<file path="config.mk">
export PLATFORM = sky130hd
export DESIGN_NAME = pehx_executor
export DESIGN_NICKNAME = d
export VERILOG_FILES = /design/src/verilog/pehx_pkg.sv /design/src/verilog/pehx_sync.sv /design/src/verilog/pehx_executor.sv
export SDC_FILE = /design/constraint.sdc
export NUM_CORES = 1
export LEC_CHECK = 0
export ABC_AREA = 1
export BUFFER_PORTS_ARGS = -buffer_cell sky130_fd_sc_hd__buf_2
export CORE_ASPECT_RATIO = 0.7
export CORE_UTILIZATION = 37
export DETAILED_ROUTE_END_ITERATION = 10
export SLEW_MARGIN = 20
export SYNTH_ARGS = -nofsm -noshare
export SYNTH_HDL_FRONTEND = slang
export SYNTH_SLANG_ARGS = --single-unit
export TNS_END_PERCENT = 50
</file>
<file path="constraint.sdc">
create_clock -name core_clk -period 33.2 [get_ports core_clk]
set_clock_uncertainty 0.2 [all_clocks]
set_input_delay 0 -clock core_clk [delete_from_list [all_inputs] [get_ports core_clk]]
set_output_delay 0 -clock core_clk [all_outputs]
set_load 0.03 [all_outputs]
</file>
<file path="src/verilog/pehx_pkg.sv">
// =============================================================================
// Shared constants and carriers of the position entry executor.
package pehx_pkg;

  // ===========================================================================
  // Timing.
  localparam int CLK_PERIOD_NS = 40;                         // Core clock period.
  localparam int MS_NS         = 1000000;                    // One millisecond in ns.
  localparam int MS_CYCLES     = MS_NS / CLK_PERIOD_NS;      // Cycles per millisecond.
  localparam int WAKE_NS       = 320;                        // Servo wake-up settle time.
  localparam int WAKE_CYCLES   = (WAKE_NS + CLK_PERIOD_NS - 1) / CLK_PERIOD_NS;
  localparam logic [3:0] WAKE_CNT = 4'(WAKE_CYCLES);         // Wake count in four bits, zero-extended to the 16-bit counter.

  // ===========================================================================
  // Register byte addresses.
  localparam logic [7:0] ADDR_CTRL      = 8'h00;  // Command and alarm clear strobes.
  localparam logic [7:0] ADDR_POS       = 8'h04;  // Stored target position.
  localparam logic [7:0] ADDR_BAND      = 8'h08;  // Signed band distance.
  localparam logic [7:0] ADDR_MODE      = 8'h0c;  // Entry mode fields.
  localparam logic [7:0] ADDR_PUSH_SPD  = 8'h10;  // Push speed parameter.
  localparam logic [7:0] ADDR_JUDGE     = 8'h14;  // Push completion judgment time, ms.
  localparam logic [7:0] ADDR_DELAY_A   = 8'h18;  // Servo-off delay for code 1, ms.
  localparam logic [7:0] ADDR_DELAY_B   = 8'h1c;  // Servo-off delay for codes 2 and 3, ms.
  localparam logic [7:0] ADDR_STATUS    = 8'h20;  // Live status, read only.
  localparam logic [7:0] ADDR_POS_FB    = 8'h24;  // Current position, read only.

  // ===========================================================================
  // Field positions and values.
  localparam int CTRL_GO_BIT    = 0;              // Write one to start the entry.
  localparam int CTRL_CLR_BIT   = 1;              // Write one to clear the alarm.
  localparam int MODE_W         = 14;             // Used width of the mode register.
  localparam logic [7:0]  PUSH_NONE  = 8'h00;     // Push value selecting plain positioning.
  localparam logic [2:0]  SS_OFF     = 3'h0;      // No power saving.
  localparam logic [2:0]  SS_AUTO_A  = 3'h1;      // Auto servo-off, first delay.
  localparam logic [2:0]  SS_AUTO_C  = 3'h3;      // Last auto servo-off code.
  localparam logic [2:0]  SS_FULL    = 3'h4;      // Full servo control holding.
  localparam logic [31:0] ZERO32     = 32'h0000_0000;
  localparam logic [15:0] ZERO16     = 16'h0000;
  localparam logic [15:0] ONE16      = 16'h0001;

  // ===========================================================================
  // Entry mode register layout, most significant field first.
  typedef struct packed {
    logic       cmd_mode;     // Unused, kept for readback.
    logic       accel_mode;   // Unused, kept for readback.
    logic [2:0] standstill;   // Power saving code.
    logic       incremental;  // Relative target when set.
    logic [7:0] push;         // Current limit percent, zero for positioning.
  } pehx_mode_t;

  // Command bundle toward the motor drive.
  typedef struct packed {
    logic signed [31:0] target;      // Position the drive steers to.
    logic               push_mode;   // Run at push speed under current limit.
    logic [15:0]        push_speed;  // Speed used in push mode.
    logic [7:0]         cur_limit;   // Current limit percent, zero for none.
    logic               servo_on;    // Servo energised.
    logic               hold_reduce; // Reduced holding current at standstill.
  } pehx_drive_t;

  // Status word layout.
  typedef struct packed {
    logic [25:0] rsvd;        // Reads as zero.
    logic        hold_reduce; // Reduced holding current active.
    logic        missed;      // Band travelled without contact.
    logic        alarm;       // Servo error alarm.
    logic        servo_on;    // Servo energised.
    logic        moving;      // Motion in progress.
    logic        complete;    // Position complete.
  } pehx_status_t;

endpackage : pehx_pkg

</file>
<file path="src/verilog/pehx_sync.sv">
`timescale 1ns/1ps
`default_nettype none
// =============================================================================
// Three-stage input synchroniser with agreement filter.
module pehx_sync (
  input  wire logic core_clk,
  input  wire logic rst,
  input  wire logic pin_in,
  output logic      level_out
);

  logic s1_q;     // First stage, read only by the second stage.
  logic s2_q;     // Second stage.
  logic s3_q;     // Third stage.
  logic lvl_q;    // Filtered level.
  logic lvl_d;    // Next filtered level.

  // The filtered level only moves once the second and third stages agree.
  always_comb begin
    lvl_d = lvl_q;
    if (s2_q == s3_q) begin
      lvl_d = s3_q;
    end
  end

  // Register the stages.
  always_ff @(posedge core_clk or posedge rst) begin
    if (rst) begin
      s1_q  <= 1'b0;
      s2_q  <= 1'b0;
      s3_q  <= 1'b0;
      lvl_q <= 1'b0;
    end else begin
      s1_q  <= pin_in;
      s2_q  <= s1_q;
      s3_q  <= s2_q;
      lvl_q <= lvl_d;
    end
  end

  assign level_out = lvl_q;

endmodule : pehx_sync
`default_nettype wire

</file>
<file path="src/verilog/pehx_executor.sv">
// Chosen here: the placing of the registers and the Avalon-MM register port.
`timescale 1ns/1ps
`default_nettype none
module pehx_executor
  import pehx_pkg::*;
#(
  parameter int MS_TICK = MS_CYCLES   // Cycles per millisecond tick.
) (
  input  wire logic               core_clk,
  input  wire logic               rst,
  input  wire logic [7:0]         avs_address,
  input  wire logic               avs_read,
  input  wire logic               avs_write,
  input  wire logic [31:0]        avs_writedata,
  output logic [31:0]             avs_readdata,
  output logic                    avs_waitrequest,
  input  wire logic               plc_start,
  input  wire logic signed [31:0] pos_fb,
  input  wire logic [7:0]         motor_cur,
  output pehx_drive_t             drive,
  output logic                    pos_complete,
  output logic                    moving,
  output logic                    servo_alarm
);

  // ===========================================================================
  // Declarations.
  typedef enum logic [2:0] {
    ST_IDLE, ST_WAKE, ST_MOVE, ST_PUSH, ST_HOLD, ST_DONE, ST_ALARM
  } pehx_state_t;

  logic               start_lvl;                   // Filtered command pin.
  logic               start_lvl_q;                 // Previous filtered level.
  logic               start_evt;                   // Rising edge of the command.
  logic [31:0]        tick_cnt_q,  tick_cnt_d;     // Millisecond prescaler.
  logic               tick;                        // One-cycle millisecond tick.
  logic               wait_q,      wait_d;         // Bus wait state.
  logic [31:0]        rdata_q,     rdata_d;        // Bus read data.
  logic signed [31:0] pos_q,       pos_d;          // Stored target.
  logic signed [31:0] band_q,      band_d;         // Stored band.
  pehx_mode_t         mode_q,      mode_d;         // Stored mode fields.
  logic [15:0]        pspd_q,      pspd_d;         // Push speed.
  logic [15:0]        judge_q,     judge_d;        // Judgment time in ms.
  logic [15:0]        dly_a_q,     dly_a_d;        // First servo-off delay.
  logic [15:0]        dly_b_q,     dly_b_d;        // Second servo-off delay.
  logic               go_wr;                       // Software start strobe.
  logic               clr_wr;                      // Software alarm clear strobe.
  pehx_status_t       status;                      // Assembled status word.
  pehx_state_t        st_q,        st_d;           // Sequencer state.
  pehx_mode_t         run_q,       run_d;          // Mode snapshot of the running entry.
  logic signed [31:0] tgt_q,       tgt_d;          // Resolved target.
  logic signed [31:0] bend_q,      bend_d;         // Push end position.
  logic [15:0]        cnt_q,       cnt_d;          // Wait and delay counter.
  logic               missed_q,    missed_d;       // Work part missed.
  logic               bus_acc;                     // Access taken this edge.
  logic               cur_at_lim;                  // Current reached the limit.
  pehx_drive_t        drv_q,       drv_d;          // Drive command.
  logic               pend_q,      pend_d;         // Position complete.
  logic               move_q,      move_d;         // Motion flag.
  logic               alarm_q,     alarm_d;        // Servo error alarm output register.

  // ===========================================================================
  // Command input.
  pehx_sync u_start_sync (
    .core_clk  (core_clk),
    .rst       (rst),
    .pin_in    (plc_start),
    .level_out (start_lvl)
  );

  // Edge of the filtered pin or a software strobe starts the entry.
  assign start_evt = (start_lvl & ~start_lvl_q) | go_wr;

  // ===========================================================================
  // Millisecond prescaler for the judgment and delay times.
  always_comb begin
    tick_cnt_d = tick_cnt_q + 32'h0000_0001;
    tick       = 1'b0;
    if (tick_cnt_q >= 32'(MS_TICK - 1)) begin
      tick_cnt_d = ZERO32;
      tick       = 1'b1;
    end
  end

  // Register the prescaler and the pin edge history.
  always_ff @(posedge core_clk or posedge rst) begin
    if (rst) begin
      tick_cnt_q  <= ZERO32;
      start_lvl_q <= 1'b0;
    end else begin
      tick_cnt_q  <= tick_cnt_d;
      start_lvl_q <= start_lvl;
    end
  end

  // ===========================================================================
  // Avalon-MM slave. Wait drops for one cycle after a request is seen.
  assign bus_acc = (avs_read | avs_write) & ~wait_q;
  assign go_wr   = bus_acc & avs_write & (avs_address == ADDR_CTRL) &
                   avs_writedata[CTRL_GO_BIT];
  assign clr_wr  = bus_acc & avs_write & (avs_address == ADDR_CTRL) &
                   avs_writedata[CTRL_CLR_BIT];

  // Status word from the sequencer state.
  always_comb begin
    status             = '0;
    status.complete    = pend_q;
    status.moving      = move_q;
    status.servo_on    = drv_q.servo_on;
    status.alarm       = (st_q == ST_ALARM);
    status.missed      = missed_q;
    status.hold_reduce = drv_q.hold_reduce;
  end

  // Bus next values: wait state, read mux and register writes.
  always_comb begin
    wait_d  = ~((avs_read | avs_write) & wait_q);
    rdata_d = rdata_q;
    pos_d   = pos_q;
    band_d  = band_q;
    mode_d  = mode_q;
    pspd_d  = pspd_q;
    judge_d = judge_q;
    dly_a_d = dly_a_q;
    dly_b_d = dly_b_q;
    // Read data is prepared while waitrequest is still high.
    if (avs_read & wait_q) begin
      unique case (avs_address)
        ADDR_POS:      rdata_d = pos_q;
        ADDR_BAND:     rdata_d = band_q;
        ADDR_MODE:     rdata_d = {18'h0_0000, mode_q};
        ADDR_PUSH_SPD: rdata_d = {ZERO16, pspd_q};
        ADDR_JUDGE:    rdata_d = {ZERO16, judge_q};
        ADDR_DELAY_A:  rdata_d = {ZERO16, dly_a_q};
        ADDR_DELAY_B:  rdata_d = {ZERO16, dly_b_q};
        ADDR_STATUS:   rdata_d = status;
        ADDR_POS_FB:   rdata_d = pos_fb;
        default:       rdata_d = ZERO32;
      endcase
    end
    // Writes take effect on the edge that sees waitrequest low.
    if (bus_acc & avs_write) begin
      unique case (avs_address)
        ADDR_POS:      pos_d   = avs_writedata;
        ADDR_BAND:     band_d  = avs_writedata;
        ADDR_MODE:     mode_d  = avs_writedata[MODE_W-1:0];
        ADDR_PUSH_SPD: pspd_d  = avs_writedata[15:0];
        ADDR_JUDGE:    judge_d = avs_writedata[15:0];
        ADDR_DELAY_A:  dly_a_d = avs_writedata[15:0];
        ADDR_DELAY_B:  dly_b_d = avs_writedata[15:0];
        default:       ;
      endcase
    end
  end

  // Register the bus state.
  always_ff @(posedge core_clk or posedge rst) begin
    if (rst) begin
      wait_q  <= 1'b1;
      rdata_q <= ZERO32;
      pos_q   <= ZERO32;
      band_q  <= ZERO32;
      mode_q  <= '0;
      pspd_q  <= ZERO16;
      judge_q <= ZERO16;
      dly_a_q <= ZERO16;
      dly_b_q <= ZERO16;
    end else begin
      wait_q  <= wait_d;
      rdata_q <= rdata_d;
      pos_q   <= pos_d;
      band_q  <= band_d;
      mode_q  <= mode_d;
      pspd_q  <= pspd_d;
      judge_q <= judge_d;
      dly_a_q <= dly_a_d;
      dly_b_q <= dly_b_d;
    end
  end

  // ===========================================================================
  // Sequencer.
  assign cur_at_lim = (motor_cur >= run_q.push);

  // Next values of the sequencer, the drive command and the outputs.
  always_comb begin
    st_d     = st_q;
    run_d    = run_q;
    tgt_d    = tgt_q;
    bend_d   = bend_q;
    cnt_d    = cnt_q;
    missed_d = missed_q;
    drv_d    = drv_q;
    pend_d   = pend_q;
    move_d   = move_q;
    unique case (st_q)
      ST_IDLE, ST_DONE, ST_HOLD: begin
        // Standstill power saving after a finished move.
        if (st_q == ST_DONE) begin
          if (run_q.standstill == SS_FULL) begin
            drv_d.hold_reduce = 1'b1;
          end else if ((run_q.standstill >= SS_AUTO_A) &&
                       (run_q.standstill <= SS_AUTO_C) && drv_q.servo_on) begin
            // Code 1 uses the first delay, codes 2 and 3 the second.
            if (cnt_q >= ((run_q.standstill == SS_AUTO_A) ? dly_a_q : dly_b_q)) begin
              drv_d.servo_on = 1'b0;
            end else if (tick) begin
              cnt_d = cnt_q + ONE16;
            end
          end
        end
        // While holding a push, complete follows the motor current.
        if (st_q == ST_HOLD) begin
          pend_d = cur_at_lim;
        end
        if (start_evt) begin
          // Only accel and command mode bits are dropped from use.
          run_d = mode_q;
          // Relative entries add to the present position.
          tgt_d  = mode_q.incremental ? (pos_fb + pos_q) : pos_q;
          bend_d = (mode_q.incremental ? (pos_fb + pos_q) : pos_q) + band_q;
          cnt_d    = ZERO16;
          pend_d   = 1'b0;
          missed_d = 1'b0;
          move_d   = 1'b1;
          drv_d.hold_reduce = 1'b0;
          drv_d.push_mode   = 1'b0;
          drv_d.cur_limit   = PUSH_NONE;
          if (!drv_q.servo_on) begin
            drv_d.servo_on = 1'b1;
            st_d           = ST_WAKE;
          end else begin
            drv_d.target = mode_q.incremental ? (pos_fb + pos_q) : pos_q;
            st_d         = ST_MOVE;
          end
        end
      end
      ST_WAKE: begin
        // Let the servo settle before the move begins.
        if (cnt_q >= {12'h000, WAKE_CNT}) begin
          drv_d.target = tgt_q;
          cnt_d        = ZERO16;
          st_d         = ST_MOVE;
        end else begin
          cnt_d = cnt_q + ONE16;
        end
      end
      ST_MOVE: begin
        if ((run_q.push != PUSH_NONE) && cur_at_lim && (pos_fb != tgt_q)) begin
          // Contact before the target is a servo error.
          drv_d.servo_on = 1'b0;
          move_d         = 1'b0;
          st_d           = ST_ALARM;
        end else if (pos_fb == tgt_q) begin
          cnt_d = ZERO16;
          if (run_q.push == PUSH_NONE) begin
            pend_d = 1'b1;
            move_d = 1'b0;
            st_d   = ST_DONE;
          end else begin
            // Continue toward the band end at push speed, current limited.
            drv_d.target     = bend_q;
            drv_d.push_mode  = 1'b1;
            drv_d.push_speed = pspd_q;
            drv_d.cur_limit  = run_q.push;
            st_d             = ST_PUSH;
          end
        end
      end
      ST_PUSH: begin
        if (cur_at_lim) begin
          // Current must stay at the limit for the judgment time.
          if (cnt_q >= judge_q) begin
            pend_d = 1'b1;
            move_d = 1'b0;
            st_d   = ST_HOLD;
          end else if (tick) begin
            cnt_d = cnt_q + ONE16;
          end
        end else begin
          cnt_d = ZERO16;
          if (pos_fb == bend_q) begin
            // Band used up without contact: stop there, complete stays low.
            missed_d = 1'b1;
            move_d   = 1'b0;
            st_d     = ST_DONE;
          end
        end
      end
      ST_ALARM: begin
        if (clr_wr) begin
          st_d = ST_IDLE;
        end
      end
      default: begin
        st_d = ST_IDLE;
      end
    endcase
    alarm_d = (st_d == ST_ALARM);
  end

  // Register the sequencer.
  always_ff @(posedge core_clk or posedge rst) begin
    if (rst) begin
      st_q     <= ST_IDLE;
      run_q    <= '0;
      tgt_q    <= ZERO32;
      bend_q   <= ZERO32;
      cnt_q    <= ZERO16;
      missed_q <= 1'b0;
      drv_q    <= '0;
      pend_q   <= 1'b0;
      move_q   <= 1'b0;
      alarm_q  <= 1'b0;
    end else begin
      st_q     <= st_d;
      run_q    <= run_d;
      tgt_q    <= tgt_d;
      bend_q   <= bend_d;
      cnt_q    <= cnt_d;
      missed_q <= missed_d;
      drv_q    <= drv_d;
      pend_q   <= pend_d;
      move_q   <= move_d;
      alarm_q  <= alarm_d;
    end
  end

  // ===========================================================================
  // Outputs, each straight from a flip-flop.
  assign avs_readdata    = rdata_q;
  assign avs_waitrequest = wait_q;
  assign drive           = drv_q;
  assign pos_complete    = pend_q;
  assign moving          = move_q;
  assign servo_alarm     = alarm_q;

endmodule : pehx_executor
`default_nettype wire

</file>
==> impl_metrics.env <==
export IMPL_worst_ep_arrival_time_ns=5.35
export IMPL_synth_most_common_cell="nand2_1"
export IMPL_rows=74
export IMPL_max_cap_viol_count=0
export IMPL_vias=21800
export IMPL_hold_ws_ns=0.0157
export IMPL_holdPathStages=4
export IMPL_cts_hold_buf=61
export IMPL_die_x_um=295
export IMPL_io_buffers=179
export IMPL_start_kind="register"
export IMPL_path_max_fanout=4
export IMPL_cts_root_buf="clkbuf_16"
export IMPL_reg2regPathDepth=20
export IMPL_maxSlewViolCount=0
export IMPL_cts_sinks=369
export IMPL_p_leak_nw=13.3
export IMPL_clk_latency_ns=0.60
export IMPL_initial_core_util=0.378
export IMPL_grt_pass1_vias=19700
export IMPL_path_class="reg2reg"
export IMPL_setup_viol=0
export IMPL_clockBufferDepth=3
export IMPL_dp_final_hpwl_um=68700
export IMPL_synthTopCellsByArea="dfrtp_1 (41%), nand2_1 (16%), o21ai_0 (7.3%)"
export IMPL_synth_edf_count=0
export IMPL_drt_iter0_drc=2521
export IMPL_nets=3423
export IMPL_grt_use_total=0.287
export IMPL_dieArea_mm2=0.0612
export IMPL_synth_top_area_cell="dfrtp_1"
export IMPL_syn_area_per_cell_um2=7.41
export IMPL_power_total_mw=1.51
export IMPL_ys_warn_count=0
export IMPL_syn_inst=3007
export IMPL_path_clk_slew_ns=0.06
export IMPL_grt_max_degree=149
export IMPL_grt_first_pass_wirelength_um=130000
export IMPL_max_vdd_ir_drop_mv=0.0383
export IMPL_outcome="finished, final reports clean"
export IMPL_crit_required_ns=33.53
export IMPL_cpPeakStageDelay_ns=0.74
export IMPL_htree_levels=2
export IMPL_wl_met2_um=31500
export IMPL_ant_nets=0
export IMPL_gr_total_overflow=0
export IMPL_yosys_area_top_type_share=0.413
export IMPL_route_detailed_drc=0
export IMPL_fmax_ghz=0.199
export IMPL_ys_seq_elements=369
export IMPL_num_fill_cells=6082
export IMPL_endpoint_kind="register"
export IMPL_coreArea_mm2=0.0589
export IMPL_drt_wl_total_um=88700
export IMPL_critPathTopFamily="compound AO/OA/AOI/OAI gates"
export IMPL_route_met3_wl_um=11400
export IMPL_hold_viol=0
export IMPL_boundaryPins=180
export IMPL_via_per_inst=5.38
export IMPL_ys_types=55
export IMPL_power_density_mw_per_mm2=57.5
export IMPL_synthTopCellsByCount="nand2_1 (972), dfrtp_1 (368), o21ai_0 (324), inv_1 (320), nor2_1 (171)"
export IMPL_cts_resized=0
export IMPL_top_layer="met5"
export IMPL_rsz0062_at_grt="no"
export IMPL_yosys_most_used_dff="dfrtp_1"
export IMPL_die_h_um=207
export IMPL_wl_met1_um=44000
export IMPL_tightest_slew_ns=1.25
export IMPL_ys_seq_area_frac=0.414
export IMPL_cp_depth=20
export IMPL_worstPathCellList="ha_1 -> fa_1 -> nand2_1 -> o21ai_0 -> nand2_1 -> nand2_1 -> nand3_1 -> nand2_1 -> xor2_1 -> o21ai_0 -> ha_1 -> nand2_1 -> nor2_1 -> nand2_1 -> o21ai_0 -> a21boi_0 -> o21ai_0 -> xor2_1 -> nand2_1 -> nand2_1"
export IMPL_cpMostUsedCell="nand2_1"
export IMPL_place_congestion=1.02
export IMPL_slew_headroom=0.161
export IMPL_critPathBufInv=0
export IMPL_ys_async_sr_fraction=1.00
export IMPL_tritoncts="built"
export IMPL_area_growth_pct=17.8
export IMPL_cts_setup_buffers=0
export IMPL_firstDrtPassIters=6
export IMPL_setup_tns_ns=0
export IMPL_finalCritPeriodShare=0.151
export IMPL_hp_class="in2reg"
export IMPL_layout_drive_gt1_share=0.0948
export IMPL_wl_per_cell_um=21.8
export IMPL_cp_slowest_cell="o21ai_0"
export IMPL_cts_buffers=43
export IMPL_synthesis_area_mm2=0.0223
export IMPL_finalCriticalPeriod_ns=5.02
export IMPL_antenna_found_initial=5
## power by group
part           internal, mW  switching [mW]  total [mW]
combinational         0.114           0.300       0.414
sequential            0.500          0.0474       0.547
clock                 0.338           0.211       0.549
total                 0.951           0.559        1.51
## cells by family after synthesis
family | share of synthesized area
flip-flops | 0.414
other | 0.000168
buffers and inverters | 0.0734
XOR/XNOR | 0.0358
AO/OA/AOI/OAI | 0.154
multiplexers | 0.000449
AND/OR/NAND/NOR | 0.258
adder cells (fa/ha/maj) | 0.0640
## area by class of cell
type	count	area, µm²	area share
multi-input combinational	2226	11500	0.438
sequential	369	9240	0.352
antenna	2	5.00	0.000191
clock inverter	26	424	0.0162
timing repair buffer	255	1630	0.0621
tap	798	998	0.0380
clock buffer	54	1210	0.0460
inverter	331	1250	0.0476
## worst reg2reg max path, stage by stage, from the launching register on
cell	delay (ns)
dfrtp_1	0.37
ha_1	0.21
fa_1	0.22
nand2_1	0.07
o21ai_0	0.55
nand2_1	0.10
nand2_1	0.19
nand3_1	0.10
nand2_1	0.12
xor2_1	0.08
o21ai_0	0.74
ha_1	0.34
nand2_1	0.13
nor2_1	0.25
nand2_1	0.08
o21ai_0	0.39
a21boi_0	0.22
o21ai_0	0.23
xor2_1	0.19
nand2_1	0.08
nand2_1	0.09
## stage by stage
step	instances	cell area [µm²]	util	setup slack [ns]
3_3_place_gp	3918	24000	0.407	28.29
5_1_grt	4059	26300	0.446	27.71
3_5_place_dp	3918	24000	0.407	28.27
4_1_cts	4059	26200	0.446	28.24
2_1_floorplan	3023	22300	-	22.76
6_report	4061	26300	0.446	28.18
## registers in the layout (all words and copies together), names as in the netlist, 3 cells and up
| name | count |
|---|---|
| dly_a_q | 16 |
| judge_q | 16 |
| avs_readdata | 32 |
| pspd_q | 16 |
| tgt_q | 32 |
| st_q | 3 |
| band_q | 32 |
| dly_b_q | 16 |
| pos_q | 32 |
| cnt_q | 16 |
| tick_cnt_q | 32 |
| mode_q | 14 |
| bend_q | 32 |
| drive | 59 |
| run_q | 11 |
## placed cells by master, fill, tap and decap left out, types with 6 or more instances in the layout
master	instances
nand2_1	968
dfrtp_1	368
o21ai_0	324
inv_1	319
buf_2	179
nor2_1	171
nand3_1	122
a21oi_1	117
ha_1	110
xor2_1	62
dlygate4sd3_1	61
clkbuf_16	43
nand4_1	41
a221oi_1	37
nor3_1	35
o211ai_1	32
xnor2_1	29
o21ai_1	19
o22ai_1	18
nor4_1	17
conb_1	17
buf_4	14
bufinv_16	10
clkinv_2	10
nand3b_1	9
a31oi_1	9
o21a_1	9
clkbuf_8	9
inv_2	8
a21boi_1	8
or2_2	7
a21boi_0	7
a21o_1	6
and2_1	6
o31ai_1	6
## final timing paths
kind                                        start  slack (ns)           endpoint
worst max-delay path                     pos_q[0]       28.18         bend_q[22]
worst min-delay path            avs_writedata[29]        0.02         band_q[29]
worst max register to register           pos_q[0]       28.18         bend_q[22]
worst min register to register  u_start_sync.s1_q        0.15  u_start_sync.s2_q
max in group asynchronous                     rst       30.20          pos_q[20]
min in group asynchronous                     rst        0.48     tick_cnt_q[31]
## routing by layer
layer  global-route usage  vias to the layer above
met3                0.109                      111
met1                0.462                    10400
met2                0.346                     1038
met4               0.0649                        6
li1                     -                    10300
met5                    0                        -
Note: power is estimated with default switching activity, not from simulation.
